[config.mk]
export PLATFORM = sky130hd
export DESIGN_NAME = dmapri_core
export DESIGN_NICKNAME = d
export VERILOG_FILES = /design/src/hdl/dmapri_pkg.sv /design/src/hdl/dmapri_core.sv
export SDC_FILE = /design/constraint.sdc
export NUM_CORES = 1
export LEC_CHECK = 0
export ABC_CLOCK_PERIOD_IN_PS = 5100
export BUFFER_PORTS_ARGS = -buffer_cell sky130_fd_sc_hd__clkbuf_2
export CAP_MARGIN = 0
export CORE_UTILIZATION = 37
export CTS_CLUSTER_DIAMETER = 200
export DETAILED_ROUTE_END_ITERATION = 7
export GPL_TIMING_DRIVEN = 1
export REMOVE_ABC_BUFFERS = 1
export SLEW_MARGIN = 20
export SYNTH_ARGS = -nofsm -noshare
export SYNTH_HDL_FRONTEND = slang
export SYNTH_SLANG_ARGS = --single-unit
[constraint.sdc]
create_clock -name sys_clk -period 5.1 [get_ports sys_clk]
set_input_delay 0.51 -clock sys_clk [delete_from_list [all_inputs] [get_ports sys_clk]]
set_output_delay 0.51 -clock sys_clk [all_outputs]
set_load 0.03 [all_outputs]
[src/hdl/dmapri_pkg.sv]
// Constants, register map and state codes for the demand-mode DMA sequencer
// and its eight-channel priority arbiter.
// Assumes one 100 MHz bus clock, where one bus state is one clock cycle.
package dmapri_pkg;

    // Clock and bus state timing
    localparam int CLK_PERIOD_NS      = 10;
    localparam int BUS_STATE_NS       = 10;
    localparam int STATE_CYC          = (BUS_STATE_NS + CLK_PERIOD_NS - 1) / CLK_PERIOD_NS;
    localparam int HOLD_TO_ACC_STATES = 2;
    localparam int RELEASE_STATES     = 1;
    localparam int RELOAD_STATES      = 7;
    localparam int IDLE_STATES        = 2;
    localparam int RELOAD_CYC         = RELOAD_STATES * STATE_CYC;
    localparam int IDLE_CYC           = IDLE_STATES * STATE_CYC;

    // Widths
    localparam int NCH    = 8;
    localparam int DATA_W = 16;
    localparam int ADDR_W = 4;
    localparam int TMR_W  = 4;

    // Register indices
    localparam logic [ADDR_W-1:0] REG_MODE  = 4'h0;
    localparam logic [ADDR_W-1:0] REG_PRIO  = 4'h1;
    localparam logic [ADDR_W-1:0] REG_STAT  = 4'h2;
    localparam logic [ADDR_W-1:0] REG_CHSEL = 4'h3;
    localparam logic [ADDR_W-1:0] REG_CHCFG = 4'h4;
    localparam logic [ADDR_W-1:0] REG_COUNT = 4'h5;

    // Field positions
    localparam int MODE_LO_ROT = 0;
    localparam int MODE_UP_ROT = 1;
    localparam int PRIO_GRP    = 2;
    localparam int CFG_EN      = 0;
    localparam int CFG_FLYBY   = 1;
    localparam int CFG_WRITE   = 2;
    localparam int CFG_AUTO    = 3;
    localparam int CFG_RW_LSB  = 4;
    localparam int CFG_TW_LSB  = 6;
    localparam int STAT_DONE   = 8;

    // Reset values
    localparam logic [1:0] MODE_RST      = 2'h0;
    localparam logic [1:0] LO_LOWEST_RST = 2'h3;
    localparam logic [2:0] UP_LOWEST_RST = 3'h3;
    localparam logic [7:0] CFG_RST       = 8'h00;
    localparam logic [2:0] LO_SLOT       = 3'h4;

    typedef enum logic [3:0] {
        S_IDLE   = 4'b0000,
        S_HOLD   = 4'b0001,
        S_ARB    = 4'b0010,
        S_RACC   = 4'b0011,
        S_TACC   = 4'b0100,
        S_IDLE2  = 4'b0101,
        S_RELOAD = 4'b0110,
        S_REL    = 4'b0111
    } dmapri_state_t;

endpackage

[src/hdl/dmapri_core.sv]
// Demand-mode DMA sequencer with two cascaded four-channel priority groups.
// Assumes synchronous inputs, a host that answers the hold request, and a
// register master that reads data one cycle after the read strobe.
//
// What this block does
// Demand transfer runs until count expiry or end
// Request sampled only in requester accesses
// On drop, finish transfer, release, keep state
// Reasserted request rearbitrates and resumes saved state
// First access two states after hold acknowledge
// Release bus one state after request drops
// Auto-init reload takes seven states holding bus
// Requester-source two-cycle adds two idle states
// Lower group is one slot between 7, 4
// Each group fixed or rotating independently
// Default fixed order channel 0 to 7
// Grant highest priority requesting channel
// Command sets lowest channel, next becomes highest
// Lowest-priority command ignored while group rotates
// Mode switches keep or restore programmed order
// Serviced channel becomes lowest in rotating group
// Lower service also rotates upper around slot
// Per-channel fly-by, widths, direction via software
// Hold request one state after service request
// Arbitrate in first state after acknowledge
//
// Implementation choices: the placing of the registers and strobed register access.
`timescale 1ns/1ps
`default_nettype none

module dmapri_core #(
    parameter int CNT_W = 16
) (
    input  wire logic                          sys_clk,
    input  wire logic                          nrst,
    input  wire logic [dmapri_pkg::ADDR_W-1:0] reg_addr,
    input  wire logic [dmapri_pkg::DATA_W-1:0] reg_wdata,
    input  wire logic                          reg_wr,
    input  wire logic                          reg_rd,
    output logic      [dmapri_pkg::DATA_W-1:0] reg_rdata,
    input  wire logic [dmapri_pkg::NCH-1:0]    channel_service_request,
    input  wire logic                          end_of_process_n,
    input  wire logic                          bus_hold_acknowledge,
    output logic                               bus_hold_request,
    output logic      [dmapri_pkg::NCH-1:0]    channel_ack,
    output logic                               requester_access,
    output logic                               target_access,
    output logic                               cycle_flyby,
    output logic                               cycle_write,
    output logic      [1:0]                    requester_width,
    output logic      [1:0]                    target_width
);
    import dmapri_pkg::*;

    dmapri_state_t      state_q;
    dmapri_state_t      state_d;
    logic [1:0]         mode_q;
    logic [1:0]         prog_lo_q;
    logic [1:0]         cur_lo_q;
    logic [2:0]         prog_up_q;
    logic [2:0]         cur_up_q;
    logic [7:0]         cfg_q   [NCH];
    logic [CNT_W-1:0]   base_q  [NCH];
    logic [CNT_W-1:0]   cnt_q   [NCH];
    logic [2:0]         chsel_q;
    logic [2:0]         act_q;
    logic [NCH-1:0]     done_q;
    logic [TMR_W-1:0]   tmr_q;
    logic               hold_q;
    logic               end_q;
    logic               drop_q;
    logic [DATA_W-1:0]  rdata_q;
    logic [NCH-1:0]     en_vec;

    // Register decode
    wire wr_mode  = reg_wr && (reg_addr == REG_MODE);
    wire wr_prio  = reg_wr && (reg_addr == REG_PRIO);
    wire wr_stat  = reg_wr && (reg_addr == REG_STAT);
    wire wr_chsel = reg_wr && (reg_addr == REG_CHSEL);
    wire wr_chcfg = reg_wr && (reg_addr == REG_CHCFG);
    wire wr_count = reg_wr && (reg_addr == REG_COUNT);

    always_comb begin
        for (int i = 0; i < NCH; i++) begin
            en_vec[i] = cfg_q[i][CFG_EN];
        end
    end

    // Lowest-priority pointers per group
    // restore programmed order
    wire [1:0] lo_low = mode_q[MODE_LO_ROT] ? cur_lo_q : prog_lo_q;
    wire [2:0] up_low = mode_q[MODE_UP_ROT] ? cur_up_q : prog_up_q;
    wire [NCH-1:0] pend = channel_service_request & en_vec;

    // cyclic order after lowest
    function automatic logic [2:0] pick4(input logic [3:0] r, input logic [1:0] low);
        logic [2:0] res;
        logic [1:0] i;
        res = 3'h0;
        for (int k = 4; k >= 1; k--) begin
            i = 2'(low + 2'(k));
            if (r[i]) begin
                res = {1'b1, i};
            end
        end
        return res;
    endfunction

    function automatic logic [3:0] pick5(input logic [4:0] r, input logic [2:0] low);
        logic [3:0] res;
        logic [2:0] i;
        res = 4'h0;
        for (int k = 5; k >= 1; k--) begin
            i = 3'((int'(low) + k) % 5);
            if (r[i]) begin
                res = {1'b1, i};
            end
        end
        return res;
    endfunction

    // lower group as slot four
    // highest requesting channel wins
    wire [2:0] lo_pick   = pick4(pend[3:0], lo_low);
    wire [3:0] up_pick   = pick5({lo_pick[2], pend[7:4]}, up_low);
    wire       win_valid = up_pick[3];
    wire       win_lo    = (up_pick[2:0] == LO_SLOT);
    wire [2:0] win_ch    = win_lo ? {1'b0, lo_pick[1:0]} : {1'b1, up_pick[1:0]};

    // Active channel attributes
    // per-channel cycle options
    wire [7:0] act_cfg  = cfg_q[act_q];
    wire       a_flyby  = act_cfg[CFG_FLYBY];
    wire       a_write  = act_cfg[CFG_WRITE];
    wire       a_auto   = act_cfg[CFG_AUTO];
    wire       idle_need = a_write && !a_flyby;
    wire       tc_now   = (cnt_q[act_q] == '0);
    wire       req_now  = channel_service_request[act_q];

    // request only seen in requester access
    wire in_racc  = (state_q == S_RACC);
    wire fin_now  = (in_racc && (a_flyby || !a_write)) || ((state_q == S_TACC) && idle_need);
    wire ended    = in_racc ? (tc_now || !end_of_process_n) : end_q;
    wire dropped  = in_racc ? !req_now : drop_q;
    wire first_acc = (a_flyby || a_write);
    wire tmr_zero = (tmr_q == '0);

    always_comb begin
        state_d = state_q;
        case (state_q)
            S_IDLE: begin
                // hold one state after request
                if (|pend) begin
                    state_d = S_HOLD;
                end
            end
            S_HOLD: begin
                // arbitrate after acknowledge
                if (bus_hold_acknowledge) begin
                    state_d = S_ARB;
                end
            end
            S_ARB: begin
                // restart rearbitrated, count kept
                // first access follows arbitration
                if (!win_valid) begin
                    state_d = S_REL;
                end else if (cfg_q[win_ch][CFG_FLYBY] || cfg_q[win_ch][CFG_WRITE]) begin
                    state_d = S_RACC;
                end else begin
                    state_d = S_TACC;
                end
            end
            S_RACC, S_TACC: begin
                if (!fin_now) begin
                    state_d = in_racc ? S_TACC : S_RACC;
                end else if (ended && a_auto) begin
                    // reload while still bus master
                    state_d = S_RELOAD;
                end else if (ended || dropped) begin
                    // finish transfer then release
                    // release one state after drop
                    state_d = idle_need ? S_IDLE2 : S_REL;
                end else begin
                    // demand keeps running
                    state_d = first_acc ? S_RACC : S_TACC;
                end
            end
            S_IDLE2, S_RELOAD: begin
                if (tmr_zero) begin
                    state_d = S_REL;
                end
            end
            S_REL: begin
                if (!bus_hold_acknowledge) begin
                    state_d = S_IDLE;
                end
            end
            default: begin
                state_d = S_IDLE;
            end
        endcase
    end

    // Sequencer state, hold and timers
    always_ff @(posedge sys_clk) begin
        if (!nrst) begin
            state_q <= S_IDLE;
            hold_q  <= 1'b0;
            tmr_q   <= '0;
            act_q   <= 3'h0;
            end_q   <= 1'b0;
            drop_q  <= 1'b0;
        end else begin
            state_q <= state_d;
            hold_q  <= (state_d != S_IDLE) && (state_d != S_REL);
            if (state_q == S_ARB && win_valid) begin
                act_q <= win_ch;
            end
            if (in_racc) begin
                end_q  <= tc_now || !end_of_process_n;
                drop_q <= !req_now;
            end
            // two idle states before release
            if (state_d == S_IDLE2 && state_q != S_IDLE2) begin
                tmr_q <= TMR_W'(IDLE_CYC - 1);
            end else if (state_d == S_RELOAD && state_q != S_RELOAD) begin
                tmr_q <= TMR_W'(RELOAD_CYC - 1);
            end else if (!tmr_zero) begin
                tmr_q <= tmr_q - 1'b1;
            end
        end
    end

    // Priority mode and pointers
    always_ff @(posedge sys_clk) begin
        if (!nrst) begin
            // default fixed order
            mode_q    <= MODE_RST;
            prog_lo_q <= LO_LOWEST_RST;
            cur_lo_q  <= LO_LOWEST_RST;
            prog_up_q <= UP_LOWEST_RST;
            cur_up_q  <= UP_LOWEST_RST;
        end else begin
            if (state_q == S_ARB && win_valid) begin
                // serviced channel becomes lowest
                // lower service rotates upper slot
                if (win_lo && mode_q[MODE_LO_ROT]) begin
                    cur_lo_q <= lo_pick[1:0];
                end
                if (mode_q[MODE_UP_ROT]) begin
                    cur_up_q <= up_pick[2:0];
                end
            end
            // independent group modes
            if (wr_mode) begin
                mode_q <= reg_wdata[1:0];
                // fixed to rotating keeps order
                if (reg_wdata[MODE_LO_ROT] && !mode_q[MODE_LO_ROT]) begin
                    cur_lo_q <= prog_lo_q;
                end
                if (reg_wdata[MODE_UP_ROT] && !mode_q[MODE_UP_ROT]) begin
                    cur_up_q <= prog_up_q;
                end
            end
            // command only in fixed mode
            if (wr_prio && !reg_wdata[PRIO_GRP] && !mode_q[MODE_LO_ROT]) begin
                prog_lo_q <= reg_wdata[1:0];
            end
            if (wr_prio && reg_wdata[PRIO_GRP] && !mode_q[MODE_UP_ROT]) begin
                prog_up_q <= {1'b0, reg_wdata[1:0]};
            end
        end
    end

    // Channel configuration and counts
    wire hw_end = fin_now && ended;
    always_ff @(posedge sys_clk) begin
        if (!nrst) begin
            chsel_q <= 3'h0;
            done_q  <= '0;
            for (int i = 0; i < NCH; i++) begin
                cfg_q[i]  <= CFG_RST;
                base_q[i] <= '0;
                cnt_q[i]  <= '0;
            end
        end else begin
            // count kept across release
            if (in_racc && !tc_now) begin
                cnt_q[act_q] <= cnt_q[act_q] - 1'b1;
            end
            if (state_q == S_RELOAD && tmr_zero) begin
                cnt_q[act_q] <= base_q[act_q];
            end
            if (hw_end && !a_auto) begin
                cfg_q[act_q][CFG_EN] <= 1'b0;
            end
            // Done flags: set wins over clear
            done_q <= (done_q & ~(wr_stat ? reg_wdata[STAT_DONE +: NCH] : '0))
                    | (hw_end ? NCH'(1) << act_q : '0);
            if (wr_chsel) begin
                chsel_q <= reg_wdata[2:0];
            end
            if (wr_chcfg) begin
                cfg_q[chsel_q] <= reg_wdata[7:0];
            end
            if (wr_count) begin
                base_q[chsel_q] <= CNT_W'(reg_wdata);
                cnt_q[chsel_q]  <= CNT_W'(reg_wdata);
            end
        end
    end

    // Read mux
    wire [DATA_W-1:0] stat_word = {done_q, 1'b0, act_q, state_q};
    wire [DATA_W-1:0] rd_sel =
        (reg_addr == REG_MODE)  ? DATA_W'(mode_q) :
        (reg_addr == REG_PRIO)  ? DATA_W'({prog_up_q, 1'b0, prog_lo_q}) :
        (reg_addr == REG_STAT)  ? stat_word :
        (reg_addr == REG_CHSEL) ? DATA_W'(chsel_q) :
        (reg_addr == REG_CHCFG) ? DATA_W'(cfg_q[chsel_q]) :
        (reg_addr == REG_COUNT) ? DATA_W'(cnt_q[chsel_q]) : '0;

    always_ff @(posedge sys_clk) begin
        if (!nrst) begin
            rdata_q <= '0;
        end else begin
            rdata_q <= reg_rd ? rd_sel : '0;
        end
    end

    assign reg_rdata        = rdata_q;
    assign bus_hold_request = hold_q;
    assign requester_access = in_racc;
    assign target_access    = (state_q == S_TACC) || (in_racc && a_flyby);
    assign channel_ack      = in_racc ? (NCH'(1) << act_q) : '0;
    assign cycle_flyby      = a_flyby;
    assign cycle_write      = a_write;
    assign requester_width  = act_cfg[CFG_RW_LSB +: 2];
    assign target_width     = act_cfg[CFG_TW_LSB +: 2];

    wire fast_drop = fin_now && in_racc && dropped && !ended && !idle_need;
endmodule

`default_nettype wire

## Word level (Yosys, flattened, before mapping)

Memories as Yosys holds them, arrays and structs flattened. A register that Yosys moved wholly into a read port is not among the register bits.
Index checks and enable logic that the tools add are counted.

- Equal/unequal tests: 20
- Mux-type cells: 109
- Div/mod/pow operators: 5
- Add/subtract/negate cells: 10
- Multiply operators: 0
- Bitwise operators: 7
- Reduce and logical (&&, ||, !) cells: 61
- Shift-type cells: 1
- Order comparisons: 10

Operators by type and width:

| kind | count |
|---|---|
| $mod 32x4->32 const B | 5 |
| $mux 16 | 8 |
| $mux 3 | 34 |
| $reduce_or 16->1 | 3 |
| $mux 8 | 5 |
| $mux 4 | 9 |
| $mux 1 | 33 |
| $eq 4x3->1 const B | 8 |
| $logic_and 1x1->1 | 26 |
| $lt 3x4->1 const B | 6 |
| $pmux 4 s6 | 1 |
| $reduce_or 8->1 | 3 |
| $bmux 1 s3 | 6 |
| $and 8x8->8 | 2 |
| $eq 4x2->1 const B | 4 |
| $logic_not 16->1 | 1 |
| $mux 2 | 8 |
| $sub 16x1->16 const B | 1 |
| $logic_not 4->1 | 3 |
| $lt 2x3->1 const B | 4 |
| $ne 4x3->1 const B | 3 |
| $logic_not 1->1 | 9 |
| $add 3x2->4 const B | 2 |
| $add 3x3->4 const B | 2 |
| 22 further kinds | 37 |

- Memory bits (read-only): 0
- Memories kept: 3
- Bits in writable memories: 320
- Word-level logic and storage cells: 245
- Input port bits: 34
- Latch bits: 0
- Register bits after elaboration: 52

Memories:

| name | depth | bits a word | read ports | clocked after Yosys merged registers in | write ports | line | source |
|---|---|---|---|---|---|---|---|
| base_q | 8 | 16 | 1 | 1 | 8 | dmapri_core.sv:63 | `logic [CNT_W-1:0] base_q [NCH];` |
| cnt_q | 8 | 16 | 2 | 2 | 8 | dmapri_core.sv:64 | `logic [CNT_W-1:0] cnt_q [NCH];` |
| cfg_q | 8 | 8 | 11 | 2 | 8 | dmapri_core.sv:62 | `logic [7:0] cfg_q [NCH];` |

## Longest topological paths before layout

An unclocked memory read counts as a cell.

- Depth in word-level cells: 26
- Depth in mapped cells: 27

## Worst setup path after synthesis

Ideal clock, no wire load.

- Kind: reg2reg
- Start: register mode_q[1]
- End: register hold_q, in the netlist bus_hold_request
- Setup time: 0.087 ns
- Path slack: -0.174 ns
- Arrival time: 5.187 ns
- Buffers on the path: 2
- Stages on the path, launching flop included: 23
- Path through: dfxtp_1 -> buf_6 -> mux2i_4 -> buf_2 -> ha_1 -> clkinv_1 -> ha_1 -> a211o_1 -> a211oi_2 -> inv_1 -> ha_1 -> nand2b_1 -> and3_1 -> nor2_1 -> a21oi_2 -> mux2_4 -> a21o_1 -> a221oi_2 -> mux2_4 -> o22ai_2 -> a211oi_1 -> or4_1 -> o31ai_1

- Cells in the longest elaborated chain, start to end: 19

Ends and longest elaborated chain:

| element | line | source |
|---|---|---|
| start, declared | dmapri_core.sv:57 | `logic [1:0] mode_q;` |
| start signal, assigned | dmapri_core.sv:257 | `mode_q <= reg_wdata[1:0];` |
| $mux 3 * | dmapri_core.sv:92 | `wire [2:0] up_low = mode_q[MODE_UP_ROT] ? cur_up_q : prog_up_q;` |
| $add 3x3->4 | dmapri_core.sv:114 | `i = 3'((int'(low) + k) % 5);` |
| $mod 32x4->32 | dmapri_core.sv:114 |  |
| $bmux 1 s3 | dmapri_core.sv:115 | `if (r[i]) begin` |
| $mux 1 (not written as such) | dmapri_core.sv:115 |  |
| $mux 4 (4 in series) | dmapri_core.sv:115 |  |
| $mux 4 * | dmapri_core.sv:115 |  |
| $eq 3x3->1 | dmapri_core.sv:127 | `wire win_lo = (up_pick[2:0] == LO_SLOT);` |
| $mux 3 | dmapri_core.sv:128 | `wire [2:0] win_ch = win_lo ? {1'b0, lo_pick[1:0]} : {1'b1, up_pick[1:0]};` |
| $mem_v2 8x8 | n/a |  |
| $logic_or 1x1->1 | dmapri_core.sv:168 | `end else if (cfg_q[win_ch][CFG_FLYBY] \|\| cfg_q[win_ch][CFG_WRITE]) begin` |
| $mux 3 | dmapri_core.sv:168 |  |
| $mux 3 * | dmapri_core.sv:166 | `if (!win_valid) begin` |
| $pmux 4 s6 * | dmapri_core.sv:150 | `case (state_q)` |
| $ne 4x3->1 or $reduce_bool 4->1 (tied branches) | dmapri_core.sv:216 | `hold_q <= (state_d != S_IDLE) && (state_d != S_REL);` |
| $logic_and 1x1->1 * | dmapri_core.sv:216 |  |
| end signal, assigned | dmapri_core.sv:216 |  |
| end, declared | dmapri_core.sv:69 | `logic hold_q;` |

Every way passes the cells marked *; elsewhere a longest branch is shown, timed or not. The select of a mux whose other input is x is not followed.
A chain may end at the register's enable or synchronous reset.

## Worst setup path after layout

Ends and elaborated chain as after synthesis.

==> run metrics <==
core outline area 0.0577 mm2; GRT overflow 0; WL met1 27,900 um; highest-delay cell along the critical path or4_1; class of the worst hold path in2reg; crit end category register; final worst path period share 95.0%; Post-DP HPWL 48,200 um; Hold-fix buffers, CTS 0; IO buf count 66; initial antenna violation count 2; Finish-stage setup viols 0; synth warn 0; flop2flop setup slack 0.25 ns; Post-synth ARST share 0%; Clock Latency Late Sink 0.60 ns; clock buffer depth 3; largest net degree at the start of global routing 49; crit-path max FO 4; cells along the critical path mux2i_4, ha_4, nand3b_2, nand2_1, ha_2, a211o_1, a211oi_2, inv_1, ha_1, nand2b_1, and3_4, nor2_1, a21oi_2, mux2_4, a21o_1, a221oi_4, mux2_4, o22ai_4, a211oi_1, or4_1, o31ai_1; required time of the critical path 5.58 ns; Worst Clk Skew 0.0364 ns; Slew HR 25.2%; Slew Viols, Final 0; Via Count 16.0k; CTS tree built; Power per Cell Area 295 mW/mm2; DR WL met2 35,000 um; NumNets Final 1,926; Tmin final 4.85 ns; overall routing resource usage 23.8%; drt pass-1 iters 5; Worst Slack Setup Final 0.254 ns; crit-path most repeated cell mux2_4; Inserted Clock Buffers 42; Crit Path Category reg2reg; WL/cell 26.8 um; boundary pin count 67; Die X 244 um; Cell Area, Synth 0.0216 mm2; Top FF cell, synth edfxtp_1; top routing layer in use met4; Reg2Reg Depth 21; Initial Util 37.5%; Distinct cells, synth 87; drt total wl 71,400 um; die area 0.0594 mm2; CTS Sinks 378; share of cells above drive strength 1 25.1%; leakage 9.60 nW; EDFF count, synth 320; via density per instance 6.01; DRC errors left 0; worst-case vdd ir drop 0.228 mV; cell with the most instances after synthesis edfxtp_1; CTS H-Tree Depth 2; Synth Register Bits 378; Place WS -0.00822 ns; Worst path depth 21; vias in the first global route 16.0k; largest cells by area after synthesis edfxtp_1 (44%), mux4_2 (13%), dfxtp_1 (5.4%); worst slew pin tran 1.12 ns; Worst setup SP type register; area grow syn2layout 15.5%; post-synthesis sequential area ratio 49.8%; WL met3 5970 um; Tot Pwr 7.36 mW; Reg clk slew, reported paths 0.06 ns; number of DRC markers in iteration 0 1,615; CP Buf/Inv Count 1; gpl congestion 0.905; Final ANT Viol Nets 0; status finished, final reports clean; max frequency 206 MHz; Final Hold Viols 0; share of the synthesized area in the top cell type 44.5%; DIE HEIGHT 244 um; clock root buffer clkbuf_16; cell class contributing the biggest share of worst-path delay compound AO/OA/AOI/OAI gates; list of most frequent post-synthesis cells edfxtp_1 (320), nor2_1 (135), mux4_2 (128); Critical Path AT 5.33 ns; Avg Inst Size Synth 12.3 um2; cell count of the worst hold path 4; Worst path max stage delay 0.51 ns; max_cap viols 0; row cnt 88; leading area contributor after synthesis edfxtp_1; first-pass GRT wire length 104,000 um; Syn Inst Count 1,762
logic make-up (layout without fill, tap and decap cells):
| group | after synthesis | in the layout | synth area share, % |
|---|---|---|---|
| buffers and inverters | 153 | 292 | 2.88 |
| AND/OR/NAND/NOR | 578 | 578 | 14.3 |
| XOR/XNOR | 20 | 20 | 0.811 |
| other | 1 | 2 | 0.0174 |
| AO/OA/AOI/OAI | 378 | 378 | 12.5 |
| multiplexers | 229 | 229 | 18.2 |
| flip-flops | 378 | 378 | 49.8 |
| adder cells (fa/ha/maj) | 25 | 25 | 1.45 |
cell usage in the layout, fill, tap and decap left out, types with 6 or more instances in the layout:
cell type	count
edfxtp_1	320
nor2_1	133
mux4_2	128
buf_4	120
and2_1	107
and3_1	104
mux2i_1	83
nand2_1	83
o21bai_1	78
a21oi_1	68
clkbuf_2	66
a21o_1	63
dfxtp_1	50
clkbuf_16	43
o21ai_0	24
nor3_1	23
inv_1	22
nand3_1	22
ha_1	20
xnor2_1	17
o211ai_1	16
or3_1	15
mux2_2	14
clkbuf_1	14
nand2b_1	13
nor2b_1	13
o22ai_1	13
nand3b_1	12
a211oi_1	11
o21ai_1	9
a31oi_1	9
o21bai_2	8
nor3b_1	7
nor3_2	7
or2_2	7
a22oi_1	7
clkinv_1	6
o21ai_2	6
nand4_1	6
tightest hold or removal path, cell delays in order:
cell and delay, ns:
clkbuf_2 0.16, nand2_1 0.09, a21oi_1 0.06, nor2_1 0.07
repair_timing:
| action | 4_1_cts | 5_1_grt |
|---|---|---|
| pin swaps | 1 | 8 |
| gates resized for setup | 2 | 24 |
| buffers inserted | 2 | 4 |
| endpoints found under the setup margin | 1 | 6 |
cell type report:
class / instances / area, um2
clock inverters: 16 / 245
flip-flops and latches: 378 / 10800
well taps: 765 / 957
repair buffers: 187 / 1250
diodes: 1 / 2.50
inverters: 27 / 101
multi-input cells: 1231 / 10400
fillers: 5364 / 32700
clock buffers: 62 / 1200
layer usage:
metal | vias up | GRT usage (%)
met3 | 136 | 3.40
met2 | 808 | 40.3
li1 | 6999 | -
met4 | 0 | 9.21
met5 | - | 0
met1 | 8086 | 30.6
sequential cells by signal, indices dropped and copies added, names as in the netlist, 3 cells and up, named ones only:
register   count
act_q          3
done_q         8
cfg_q         64
cnt_q        128
tmr_q          4
state_q        4
base_q       128
cur_up_q       3
reg_rdata     16
chsel_q        3
path summary, 6_finish.rpt:
check / from / to
worst max-delay path: mode_q[1]$_SDFFE_PN0P_ / bus_hold_request$_SDFF_PN0_
worst min-delay path: reg_wdata[13] / done_q[5]$_SDFF_PN0_
worst max register to register: mode_q[1]$_SDFFE_PN0P_ / bus_hold_request$_SDFF_PN0_
worst min register to register: cur_lo_q[0]$_SDFF_PN1_ / cur_lo_q[0]$_SDFF_PN1_
through the flow:
step	utilization [%]	hold WS, ns	setup TNS [ns]	instances	instance area (um2)
2_1_floorplan	-	0.454	-425.83	1636	21100
3_3_place_gp	40.5	0.466	0	2582	23400
3_5_place_dp	40.5	0.485	-0.00822	2582	23400
4_1_cts	43.0	0.316	0	2662	24800
5_1_grt	43.3	0.355	-0.0178	2667	25000
6_report	43.3	0.333	0	2667	25000
report_power, final:
group | total, mW | internal, mW | switching [mW] | leakage [nW]
clock | 3.21 | 1.90 | 1.31 | 0.693
combinational | 0.645 | 0.245 | 0.400 | 5.12
sequential | 3.51 | 3.44 | 0.0637 | 3.79
total | 7.36 | 5.58 | 1.78 | 9.60
(Power assumes the default switching activity.)
